`config.mk`:
```
export PLATFORM = sky130hd
export DESIGN_NAME = pll_enable_lock_clock_out_pin_ctrl
export DESIGN_NICKNAME = d
export VERILOG_FILES = /design/src/verilog/pll_ctrl_pkg.sv /design/src/verilog/clock_out_gen.sv /design/src/verilog/pll_enable_lock_clock_out_pin_ctrl.sv
export VERILOG_INCLUDE_DIRS = /design/src /design/src/verilog
export SDC_FILE = /design/constraint.sdc
export NUM_CORES = 1
export LEC_CHECK = 0
export ABC_AREA = 0
export BUFFER_PORTS_ARGS = -buffer_cell sky130_fd_sc_hd__buf_2
export CORE_MARGIN = 5
export CORE_UTILIZATION = 45
export DETAILED_ROUTE_END_ITERATION = 7
export PLACE_DENSITY = 0.61
export RECOVER_POWER = 100
export SLEW_MARGIN = 25
export SYNTH_ARGS = -nofsm -noshare
export SYNTH_HDL_FRONTEND = slang
export SYNTH_SLANG_ARGS = --single-unit
```
`constraint.sdc`:
```
create_clock -name clk_sys -period 4.15 [get_ports clk_sys]
set_input_delay 0.83 -clock clk_sys [delete_from_list [all_inputs] [get_ports clk_sys]]
set_output_delay 0.83 -clock clk_sys [all_outputs]
set_load 0.02 [all_outputs]
```
`src/verilog/pll_ctrl_map.svh`:
```
// Register offsets, field positions, reset values and timing counts of the PLL control block
`ifndef PLL_CTRL_MAP_SVH
`define PLL_CTRL_MAP_SVH

// Register indices; byte address is four times the index
`define IDX_SYNTH_FEEDBACK    16'hf000
`define IDX_PRESCALE          16'hf001
`define IDX_CORE_CLOCK_SOURCE 16'hf002
`define IDX_SYNTH_RUN_CTRL    16'hf003
`define IDX_SYNTH_LOCK_STATUS 16'hf004
`define IDX_CLOCK_OUT_CTRL    16'hf005

// Reset values
`define RST_SYNTH_FEEDBACK    16'h0060
`define RST_PRESCALE          16'h0000
`define RST_CORE_CLOCK_SOURCE 16'h0000
`define RST_SYNTH_RUN_CTRL    16'h0000
`define RST_CLOCK_OUT_CTRL    16'h0000

// Field positions
`define BIT_SYNTH_RUN         0
`define BIT_SYNTH_LOCK        0
`define BIT_CORE_CLOCK_SOURCE 0
`define MSB_PRESCALE          1
`define LSB_PRESCALE          0
`define BIT_CLOCK_OUT_DRIVE   0
`define MSB_CLOCK_OUT_RATE    2
`define LSB_CLOCK_OUT_RATE    1

// Timing: system clock period, reference timeout, settle length
`define SYS_CLK_PERIOD_NS     10
`define REF_TIMEOUT_NS        4000
`define REF_TIMEOUT_CYCLES    (`REF_TIMEOUT_NS / `SYS_CLK_PERIOD_NS)
`define SETTLE_REF_TICKS      16'h0040

`endif

```
`src/verilog/pll_ctrl_pkg.sv`:
```
// Types shared by the PLL control block
package pll_ctrl_pkg;

  // Lock sequencer states, one-hot
  typedef enum logic [2:0] {
    ST_IDLE    = 3'b001,
    ST_ACQUIRE = 3'b010,
    ST_LOCKED  = 3'b100
  } lock_state_t;

endpackage : pll_ctrl_pkg

```
`src/verilog/clock_out_gen.sv`:
```
// Clock-out generator: multiplies the prescaled reference by 1, 2, 4 or 8
`timescale 1ns/10ps
`default_nettype none

module clock_out_gen (
  input  wire logic       clk_sys,        // System clock
  input  wire logic       reset_n,        // Synchronous reset, active low
  input  wire logic       ref_tick,       // One pulse per prescaled reference period
  input  wire logic [1:0] rate_sel,       // Multiply code 00..11
  input  wire logic       drive_en,       // Drive the pin when high
  output logic            clock_out_o,    // Clock-out pin output value
  output logic            clock_out_oe    // Clock-out pin output enable
);

  logic [15:0] period_cnt;
  logic [15:0] period;
  logic [15:0] half_cnt;
  logic [15:0] half;
  logic [2:0]  shift_amt;

  // Shift of 1..4; three bits so code 11 does not wrap to zero
  assign shift_amt = {1'b0, rate_sel} + 3'd1;

  // Half period of the output: reference period over twice the factor
  assign half = (period >> shift_amt) == 16'h0000 ? 16'h0001
              : (period >> shift_amt);

  // Measure reference period in system cycles
  always_ff @(posedge clk_sys) begin
    if (!reset_n) begin
      period_cnt <= 16'h0001;
      period     <= 16'h0000;
    end else if (ref_tick) begin
      period_cnt <= 16'h0001;
      period     <= period_cnt;
    end else if (period_cnt != 16'hffff) begin
      period_cnt <= period_cnt + 16'h0001;
    end
  end

  // Toggle output every half period, realigned on each reference edge
  always_ff @(posedge clk_sys) begin
    if (!reset_n) begin
      half_cnt    <= 16'h0000;
      clock_out_o <= 1'b0;
    end else if (period == 16'h0000) begin
      half_cnt    <= 16'h0000;
      clock_out_o <= 1'b0;
    end else if (ref_tick) begin
      half_cnt    <= 16'h0001;
      clock_out_o <= 1'b1;
    end else if (half_cnt >= half) begin
      half_cnt    <= 16'h0001;
      clock_out_o <= ~clock_out_o;
    end else begin
      half_cnt    <= half_cnt + 16'h0001;
    end
  end

  // Pin released to high impedance when not enabled
  always_ff @(posedge clk_sys) begin
    if (!reset_n) begin
      clock_out_oe <= 1'b0;
    end else begin
      clock_out_oe <= drive_en;
    end
  end

endmodule : clock_out_gen

`default_nettype wire

```
`src/verilog/pll_enable_lock_clock_out_pin_ctrl.sv`:
```
// PLL enable, lock status and clock-out control with Avalon-MM register slave
// Operation
// - No lock attempt starts until software sets the run bit to one.
// - With the run bit at zero there is no PLL output clock and PLL-fed logic idles.
// - Writes to feedback, prescale, source and clock-out registers wait until run rises.
// - Lock needs a stable reference, valid settings, run at one and a settled loop.
// - Lock status bit 0 is read-only, 1 means locked, and it is 0 after reset.
// - Clock-out rate code 00..11 at bits 2:1 selects the reference times 1, 2, 4 or 8.
// - Clock-out frequency scales in proportion with the master clock.
// - Clock-out drive enable at bit 0 drives the pin, else the pin floats.
// - Prescale code 00..11 divides the master clock by 1, 2, 4 or 8.
// - Core clock source select routes master clock at 0 and PLL output at 1.
//
// Our own choice: the Avalon-MM interface to the registers.
`timescale 1ns/10ps
`default_nettype none
`include "pll_ctrl_map.svh"

module pll_enable_lock_clock_out_pin_ctrl (
  input  wire logic        clk_sys,               // System clock, 100 MHz
  input  wire logic        reset_n,               // Synchronous reset, active low
  input  wire logic [17:0] address,               // Avalon byte address
  input  wire logic        read,                  // Avalon read request
  input  wire logic        write,                 // Avalon write request
  input  wire logic [3:0]  byteenable,            // Avalon byte enables
  input  wire logic [31:0] writedata,             // Avalon write data
  output logic      [31:0] readdata,              // Avalon read data
  output logic             waitrequest,           // Avalon wait request
  input  wire logic        master_clock_pin,      // External master clock, asynchronous
  output logic             synth_clock_run,       // PLL output clock running
  output logic             synth_lock,            // Lock flag
  output logic             core_clock_source_sel, // Core clock mux: 1 PLL, 0 master pin
  output logic [15:0]      synth_feedback_active, // Active feedback setting
  output logic             clock_out_pin_o,       // Clock-out pin value
  output logic             clock_out_pin_oe       // Clock-out pin output enable
);

  localparam logic [15:0] REF_TIMEOUT  = 16'(`REF_TIMEOUT_CYCLES);
  localparam logic [15:0] PRESCALE_RST = `RST_PRESCALE;
  localparam logic [15:0] SOURCE_RST   = `RST_CORE_CLOCK_SOURCE;
  localparam logic [15:0] CLOCK_OUT_PIN_RST   = `RST_CLOCK_OUT_CTRL;

  logic        ack;
  logic [15:0] word_idx;
  logic        wr_go;
  logic        lane0;
  logic        lane1;
  logic [15:0] next_wval;
  logic [15:0] feedback_pend;
  logic [15:0] prescale_pend;
  logic [15:0] source_pend;
  logic [15:0] run_reg;
  logic [15:0] clock_out_pin_pend;
  logic [1:0]  prescale_act;
  logic [2:0]  clock_out_pin_act;
  logic        run_prev;
  logic        run_rise;
  logic        mclk_s1;
  logic        mclk_s2;
  logic        mclk_s3;
  logic        mclk_rise;
  logic [2:0]  pre_cnt;
  logic [2:0]  pre_last;
  logic        ref_tick;
  logic [15:0] gap_cnt;
  logic        ref_stable;
  logic        settings_ok;
  logic [15:0] settle_cnt;
  pll_ctrl_pkg::lock_state_t state;
  pll_ctrl_pkg::lock_state_t next_state;

  // Bus decode: one wait cycle, then the access completes
  assign word_idx    = address[17:2];
  assign waitrequest = (read | write) & ~ack;
  assign wr_go       = write & ack;
  assign lane0       = byteenable[0];
  assign lane1       = byteenable[1];

  // Acknowledge pulse for every request
  always_ff @(posedge clk_sys) begin
    if (!reset_n) begin
      ack <= 1'b0;
    end else begin
      ack <= (read | write) & ~ack;
    end
  end

  // Byte-lane merge helper for 16-bit registers
  function automatic logic [15:0] merge(input logic [15:0] old_v, input logic [31:0] wd,
                                        input logic b0, input logic b1);
    merge = {b1 ? wd[15:8] : old_v[15:8], b0 ? wd[7:0] : old_v[7:0]};
  endfunction : merge

  // Register writes; all but run_reg held until run rises
  always_ff @(posedge clk_sys) begin
    if (!reset_n) begin
      feedback_pend <= `RST_SYNTH_FEEDBACK;
      prescale_pend <= `RST_PRESCALE;
      source_pend   <= `RST_CORE_CLOCK_SOURCE;
      run_reg       <= `RST_SYNTH_RUN_CTRL;
      clock_out_pin_pend   <= `RST_CLOCK_OUT_CTRL;
    end else if (wr_go) begin
      case (word_idx)
        `IDX_SYNTH_FEEDBACK:    feedback_pend <= merge(feedback_pend, writedata, lane0, lane1);
        `IDX_PRESCALE:          prescale_pend <= merge(prescale_pend, writedata, lane0, lane1);
        `IDX_CORE_CLOCK_SOURCE: source_pend   <= merge(source_pend, writedata, lane0, lane1);
        `IDX_SYNTH_RUN_CTRL:    run_reg       <= merge(run_reg, writedata, lane0, lane1);
        `IDX_CLOCK_OUT_CTRL:    clock_out_pin_pend   <= merge(clock_out_pin_pend, writedata, lane0, lane1);
        default: ;
      endcase
    end
  end

  // Read data, captured in the wait cycle
  always_ff @(posedge clk_sys) begin
    if (!reset_n) begin
      readdata <= 32'h0000_0000;
    end else if (read & ~ack) begin
      case (word_idx)
        `IDX_SYNTH_FEEDBACK:    readdata <= {16'h0000, feedback_pend};
        `IDX_PRESCALE:          readdata <= {16'h0000, prescale_pend};
        `IDX_CORE_CLOCK_SOURCE: readdata <= {16'h0000, source_pend};
        `IDX_SYNTH_RUN_CTRL:    readdata <= {16'h0000, run_reg};
        `IDX_SYNTH_LOCK_STATUS: readdata <= {31'h0000_0000, synth_lock};
        `IDX_CLOCK_OUT_CTRL:    readdata <= {16'h0000, clock_out_pin_pend};
        default:                readdata <= 32'h0000_0000;
      endcase
    end
  end

  // Run bit edge detect
  assign run_rise = run_reg[`BIT_SYNTH_RUN] & ~run_prev;

  always_ff @(posedge clk_sys) begin
    if (!reset_n) begin
      run_prev <= 1'b0;
    end else begin
      run_prev <= run_reg[`BIT_SYNTH_RUN];
    end
  end

  // Copy pending settings into use on run rising edge
  always_ff @(posedge clk_sys) begin
    if (!reset_n) begin
      synth_feedback_active <= `RST_SYNTH_FEEDBACK;
      prescale_act          <= PRESCALE_RST[`MSB_PRESCALE:`LSB_PRESCALE];
      core_clock_source_sel <= SOURCE_RST[`BIT_CORE_CLOCK_SOURCE];
      clock_out_pin_act            <= CLOCK_OUT_PIN_RST[2:0];
    end else if (run_rise) begin
      synth_feedback_active <= feedback_pend;
      prescale_act          <= prescale_pend[`MSB_PRESCALE:`LSB_PRESCALE];
      core_clock_source_sel <= source_pend[`BIT_CORE_CLOCK_SOURCE];
      clock_out_pin_act            <= clock_out_pin_pend[2:0];
    end
  end

  // Master clock pin synchroniser and edge detect
  always_ff @(posedge clk_sys) begin
    if (!reset_n) begin
      mclk_s1 <= 1'b0;
      mclk_s2 <= 1'b0;
      mclk_s3 <= 1'b0;
    end else begin
      mclk_s1 <= master_clock_pin;
      mclk_s2 <= mclk_s1;
      mclk_s3 <= mclk_s2;
    end
  end

  assign mclk_rise = mclk_s2 & ~mclk_s3;

  // Prescale divider: one reference tick per 1, 2, 4 or 8 master edges
  assign pre_last = 3'((4'h1 << prescale_act) - 4'h1);
  assign ref_tick = mclk_rise & (pre_cnt == pre_last);

  always_ff @(posedge clk_sys) begin
    if (!reset_n) begin
      pre_cnt <= 3'h0;
    end else if (mclk_rise) begin
      pre_cnt <= (pre_cnt >= pre_last) ? 3'h0 : pre_cnt + 3'h1;
    end
  end

  // Reference presence watch: stable while edges keep arriving
  always_ff @(posedge clk_sys) begin
    if (!reset_n) begin
      gap_cnt <= REF_TIMEOUT;
    end else if (mclk_rise) begin
      gap_cnt <= 16'h0000;
    end else if (gap_cnt != REF_TIMEOUT) begin
      gap_cnt <= gap_cnt + 16'h0001;
    end
  end

  assign ref_stable  = gap_cnt != REF_TIMEOUT;
  assign settings_ok = synth_feedback_active != 16'h0000;

  // Lock sequencer next state
  always_comb begin
    next_state = state;
    case (state)
      pll_ctrl_pkg::ST_IDLE: begin
        if (run_reg[`BIT_SYNTH_RUN] && !run_rise && ref_stable && settings_ok) begin
          next_state = pll_ctrl_pkg::ST_ACQUIRE;
        end
      end
      pll_ctrl_pkg::ST_ACQUIRE: begin
        if (!run_reg[`BIT_SYNTH_RUN] || !ref_stable) begin
          next_state = pll_ctrl_pkg::ST_IDLE;
        end else if (ref_tick && settle_cnt == `SETTLE_REF_TICKS - 16'h0001) begin
          next_state = pll_ctrl_pkg::ST_LOCKED;
        end
      end
      pll_ctrl_pkg::ST_LOCKED: begin
        if (!run_reg[`BIT_SYNTH_RUN] || !ref_stable) begin
          next_state = pll_ctrl_pkg::ST_IDLE;
        end
      end
      default: next_state = pll_ctrl_pkg::ST_IDLE;
    endcase
  end

  // Lock sequencer state register
  always_ff @(posedge clk_sys) begin
    if (!reset_n) begin
      state <= pll_ctrl_pkg::ST_IDLE;
    end else begin
      state <= next_state;
    end
  end

  // Settle counter in reference ticks
  always_ff @(posedge clk_sys) begin
    if (!reset_n) begin
      settle_cnt <= 16'h0000;
    end else if (state != pll_ctrl_pkg::ST_ACQUIRE) begin
      settle_cnt <= 16'h0000;
    end else if (ref_tick) begin
      settle_cnt <= settle_cnt + 16'h0001;
    end
  end

  // Lock flag and PLL output run, both zero while run bit is zero
  always_ff @(posedge clk_sys) begin
    if (!reset_n) begin
      synth_lock      <= 1'b0;
      synth_clock_run <= 1'b0;
    end else begin
      synth_lock      <= next_state == pll_ctrl_pkg::ST_LOCKED;
      synth_clock_run <= next_state == pll_ctrl_pkg::ST_LOCKED;
    end
  end

  // Clock-out generator from prescaled reference
  clock_out_gen u_clock_out_gen (
    .clk_sys      (clk_sys),
    .reset_n      (reset_n),
    .ref_tick     (ref_tick),
    .rate_sel     (clock_out_pin_act[`MSB_CLOCK_OUT_RATE:`LSB_CLOCK_OUT_RATE]),
    .drive_en     (clock_out_pin_act[`BIT_CLOCK_OUT_DRIVE]),
    .clock_out_o  (clock_out_pin_o),
    .clock_out_oe (clock_out_pin_oe)
  );

endmodule : pll_enable_lock_clock_out_pin_ctrl

`default_nettype wire
```
# Word-level counts from Yosys, hierarchy flattened
# Index checks and enable logic that the tools add are counted.
[word_totals]
output_inout_bits = 54
wordCells = 112
in_bits = 59
register_bits = 228
[classes]
addsub = 7
bitwise = 12
reduce_logical = 28
magnitude_cmp = 2
eq_ne = 15
shifts = 2
mux = 14
[op_table]
columns = ["op", "count"]
rows = [
  ["equality test 16 bit, second input constant", 6],
  ["case mux 16 bit (6 select lines)", 1],
  ["adder 16 x 1 -> 16 bit, second input constant", 4],
  ["zero test 16 bit", 2],
  ["AND reduction 3 bit", 10],
  ["two-way mux 9 bit", 2],
  ["equality test 16 x 6 -> 1 bit, second input constant", 1],
  ["greater-or-equal comparator 16 bit", 1],
  ["two-way mux 16 bit", 1],
  ["inequality test 16 bit, second input constant", 1],
  ["inequality test 16 x 9 -> 1 bit, second input constant", 1],
  ["nonzero test 16 bit", 1],
  [">> shifter 16 x 3 -> 16 bit", 1],
  ["two-way mux 3 bit", 5],
  ["case mux 3 bit (3 select lines)", 1],
  ["OR reduction 2 bit", 4],
  ["AND 1 bit", 6],
  ["equality test 3 bit, second input constant", 2],
  ["NOT 1 bit", 5],
  ["logical AND 1 bit", 4],
  ["two-way mux 1 bit", 4],
  ["nonzero test 2 bit", 2],
  ["OR reduction 4 bit", 1],
  ["adder 2 x 1 -> 3 bit, second input constant", 1],
  ["11 further kinds", 13],
]

# Longest topological paths before layout
[logic_depth]
depth_word = 9
depth_mapped = 14

# By module
# A second synthesis with hierarchy kept.
[hier_totals]
cells_unflattened = 1071
area_unflattened_um2 = 10005.8
[by_module_without_submodules]
columns = ["mod", "cells_each", "instances", "area_per_inst_um2"]
rows = [
  ["pll_enable_lock_clock_out_pin_ctrl", 763, 1, 7206.9],
  ["clock_out_gen", 308, 1, 2798.9],
]

# Least setup slack after synthesis
# OpenSTA, ideal clock, no wires.
[synth_timing]
path_kind = "register to register"
from = "reg clock_out_pin_act[1]"
to = "reg u_clock_out_gen.half_cnt[10]"
path_stages_with_launch = 15
setup_slack_ns = 1.136
arrival_ns = 2.949
setup_time_ns = 0.065
path_buffers = 3
cell_sequence = "dfxtp_1 > buf_2 > buf_2 > mux2i_1 > nor2_1 > a211oi_1 > and4b_1 > a31o_2 > ha_1 > nand2b_1 > a2111o_1 > o211ai_1 > nand4b_1 > clkbuf_1 > nor2_1"
[synth_via]
elab_chain_len = 6
[synth_rtl]
columns = ["item", "line_no", "rtl"]
rows = [
  ["from (decl)", "pll_enable_lock_clock_out_pin_ctrl.sv:55", "logic [2:0] clock_out_pin_act;"],
  ["from (signal assigned)", "pll_enable_lock_clock_out_pin_ctrl.sv:148", "clock_out_pin_act <= CLOCK_OUT_PIN_RST[2:0];"],
  ["from (signal assigned)", "pll_enable_lock_clock_out_pin_ctrl.sv:153", "clock_out_pin_act <= clock_out_pin_pend[2:0];"],
  ["adder 2 x 1 -> 3 bit *", "clock_out_gen.sv:22", "assign shift_amt = {1'b0, rate_sel} + 3'd1;"],
  [">> shifter 16 x 3 -> 16 bit *", "clock_out_gen.sv:25, clock_out_gen.sv:26", ""],
  ["zero test 16 bit", "clock_out_gen.sv:25", "assign half = (period >> shift_amt) == 16'h0000 ? 16'h0001"],
  ["two-way mux 16 bit *", "clock_out_gen.sv:25", ""],
  ["greater-or-equal comparator 16 bit *", "clock_out_gen.sv:52", "end else if (half_cnt >= half) begin"],
  ["OR reduction 4 bit (no line) *", "--", ""],
  ["to (signal assigned)", "clock_out_gen.sv:56", "half_cnt <= half_cnt + 16'h0001;"],
  ["to (decl)", "clock_out_gen.sv:17", "logic [15:0] half_cnt;"],
]
# Every way passes the cells marked *; elsewhere a longest branch is shown, timed or not.
# A chain may end at the register's enable or synchronous reset.

# Worst setup path in the final report
[layout_timing]
from = "in address[12]"
to = "reg clock_out_pin_pend[3]"
[layout_via]
elab_chain_len = 2
[layout_rtl]
columns = ["item", "line_no", "rtl"]
rows = [
  ["from (decl)", "pll_enable_lock_clock_out_pin_ctrl.sv:22", "input wire logic [17:0] address,"],
  ["equality test 16 bit", "pll_enable_lock_clock_out_pin_ctrl.sv:103", "case (word_idx)"],
  ["AND reduction 3 bit (no line)", "--", ""],
  ["to (signal assigned)", "pll_enable_lock_clock_out_pin_ctrl.sv:101", "clock_out_pin_pend <= `RST_CLOCK_OUT_CTRL;"],
  ["to (signal assigned)", "pll_enable_lock_clock_out_pin_ctrl.sv:108", "`IDX_CLOCK_OUT_CTRL: clock_out_pin_pend <= merge(clock_out_pin_pend, writedata, lane0, lane1);"],
  ["to (decl)", "pll_enable_lock_clock_out_pin_ctrl.sv:53", "logic [15:0] clock_out_pin_pend;"],
]
# No other way between the ends.

==> run_results.csv <==
group,metric,value,unit
floorplan,core_area,0.0225,mm2
worst_setup_path,crit_path_start_kind,"primary input",
worst_setup_path,worstSetupStartpoint,"address[12]",
logic_synthesis,synth-edff-count,0,
floorplan,die_area,0.0258,mm2
global_route,grt_pass1_vias,7552,
floorplan,die_h,161,um
detailed_routing,finalWirelength,23.0,mm
placed_design,gp_congestion,0.764,
sta,finalSetupViolCount,0,
outcome,violations,"max-capacitance violations, max-slew violations",
clock_tree,cts_tree,"built",
worst_hold_path,hold_class,"flop to flop",
logic_synthesis,yosysWarnings,0,
sta,hold_viol,0,
logic_synthesis,yosysTopAreaCell,"dfxtp_1",
logic_synthesis,ys_ff_latch,212,
power_and_ir_drop,ir_drop,0.272,mV
detailed_routing,num_vias,7819,
detailed_routing,drc,0,
sta,drv_slew,31,
global_route,grt_use_total,0.176,
floorplan,num_io_pins,113,
sta,holdWs,0.462,ns
sta,relSlewSlack,-0.677,
finish,fill_cells,2173,
detailed_routing,vias_per_cell,5.30,
outcome,outcome,"complete, but fails checks",
logic_synthesis,synth_area_leaders,"dfxtp_1 (42%), mux2i_1 (11%), nor2b_1 (5.0%)",
global_route,grt_max_degree,81,
logic_synthesis,syn_area_per_cell,9.19,um2
finish,final_nets,1256,
logic_synthesis,yosysTopAreaCellShare,0.416,
floorplan,fp.dieW,161,um
clock_tree,cts.reportedPaths.clkPinSlew,0.06,ns
detailed_routing,dr.pass1.iters,5,
placed_design,portBuffers,76,
logic_synthesis,ys_async_sr_fraction,0,
sta,fin_skew,0.0216,ns
finish,insertedDiodeCount,0,
floorplan,rows,55,
clock_tree,clock_sinks,212,
worst_setup_path,rrSetupSlack,0.93,ns
placed_design,hpwl,15.9,mm
sta,rsz0062_at_grt,"false",
clock_tree,clock_latency,0.53,ns
logic_synthesis,synth_commonest_cells,"dfxtp_1 (212), nand2_1 (130), mux2i_1 (112), nor2b_1 (82), nor2_1 (71)",
sta,fmax,297,MHz
worst_setup_path,crit_arrival,3.79,ns
clock_tree,cts.path.max_buffers,3,
floorplan,initial_core_util,0.453,
logic_synthesis,synth.most_common_cell,"dfxtp_1",
clock_tree,cts_root_buffer,"clkbuf_16",
detailed_routing,wire_per_inst,15.6,um
power_and_ir_drop,p_per_area,378,mW/mm2
worst_setup_path,worstReg2RegEnd,"u_clock_out_gen.half_cnt[10]",
sta,period_needed,3.37,ns
worst_setup_path,r2r-start,"clock_out_pin_act[1]",
worst_setup_path,crit_end,"clock_out_pin_pend[3]",
logic_synthesis,ys_types,59,
clock_tree,post_cts_resized,0,
power_and_ir_drop,power_leakage,4.37,nW
clock_tree,post-cts-setup-buffers,0,
finish,drive_gt1_frac,0.0940,
clock_tree,htree_levels,1,
clock_tree,cts_buffers,25,
logic_synthesis,syn_area,0.0102,mm2
worst_setup_path,path_max_fanout,12,
logic_synthesis,syn-instance-count,1110,
sta,fin_tns_setup,0,ns
global_route,grt_overflow_total,0,
sta,post-route-period-util,0.811,
logic_synthesis,seq_area_frac_synth,0.416,
clock_tree,cts-hold-fix-buffers,0,
worst_setup_path,worstPathRequired,4.57,ns
global_route,grt_pass1_wl,38.8,mm
detailed_routing,drtIter0Drc,441,
worst_setup_path,crit_type,"primary input to flop",
finish,syn_to_final_growth,11.9,%
worst_setup_path,crit_path_end_kind,"flop",
worst_setup_path,reg2reg_depth,12,
detailed_routing,drtAntennaViolNets,0,
logic_synthesis,synth-main-ff-cell,"dfxtp_1",
global_route,antenna_found_initial,0,
sta,tightest_slew,2.49,ns
run,drv_cap,3,
[critical path, cell delays in order]
cell and delay, ns:
buf_2 0.09, nand4b_1 0.28, nor3b_1 1.41, nor3b_1 0.29
clkbuf_1 0.55, mux2i_1 0.26, nor2b_1 0.06
[layout make-up]
| type | instances | area, um2 | share of cell area |
|---|---|---|---|
| inverter | 18 | 67.6 | 0.00592 |
| clock buffer | 36 | 717 | 0.0628 |
| clock inverter | 9 | 63.8 | 0.00559 |
| timing repair buffer | 91 | 414 | 0.0363 |
| multi-input combinational | 825 | 5550 | 0.486 |
| tap | 285 | 357 | 0.0312 |
| sequential | 212 | 4240 | 0.372 |
[routing by layer]
metal / track usage / part of all wire
met1: 0.243 / 0.48
met2: 0.290 / 0.46
met3: 0.0321 / 0.041
met4: 0.0383 / 0.021
met5: 0 / 0
[per-stage QoR]
stage	std cells	instance area, um2	worst slack [ns]	utilization	power (mW)
after floorplan	1125	10300	1.14	-	2.26
after global placement	1431	10800	1.15	0.479	2.31
after detailed placement	1431	10800	1.12	0.479	2.32
after CTS	1476	11600	1.08	0.513	4.39
after global routing	1476	11400	0.509	0.507	4.49
final	1476	11400	0.783	0.507	4.32
[power breakdown]
part           leakage [nW]  total, mW  switching, mW  internal (mW)
Sequential             1.71       2.07         0.0182           2.05
Combinational          2.27      0.194          0.119         0.0744
Clock                 0.392       2.05          0.847           1.20
Total                  4.37       4.32          0.985           3.33
[worst min-delay path by stage]
stage          slack, ns                 start  cells after the start                    to
3_3_place_gp        0.45  clock_out_pin_act[0]                      2  clock_out_pin_act[0]
6_report            0.46               mclk_s1                      1               mclk_s2
5_1_grt             0.50  clock_out_pin_act[0]                      2  clock_out_pin_act[0]
4_1_cts             0.46  clock_out_pin_act[0]                      2  clock_out_pin_act[0]
3_5_place_dp        0.46               mclk_s1                      1               mclk_s2
2_1_floorplan       0.41               mclk_s1                      1               mclk_s2
[cells in the final DEF (no fill, tap or decap), drive strengths merged, types with 17 or more instances in the layout]
cell,count
a21boi,36
a21o,17
a21oi,18
and2,28
buf,44
clkbuf,83
dfxtp,212
ha,24
inv,18
mux2i,112
nand2,130
nand3,34
nor2,71
nor2b,82
o21ai,23
xnor2,19
xor2,27
[logic make-up after synthesis]
| family | after synthesis | share of synthesized area |
|---|---|---|
| AND/OR/NAND/NOR | 457 | 0.241 |
| flip-flops | 212 | 0.416 |
| AO/OA/AOI/OAI | 164 | 0.115 |
| multiplexers | 118 | 0.118 |
| buffers and inverters | 88 | 0.0402 |
| XOR/XNOR | 46 | 0.0395 |
| adder cells (fa/ha/maj) | 24 | 0.0294 |
| other | 1 | 0.000368 |
Power figures use the tool's default switching activity.
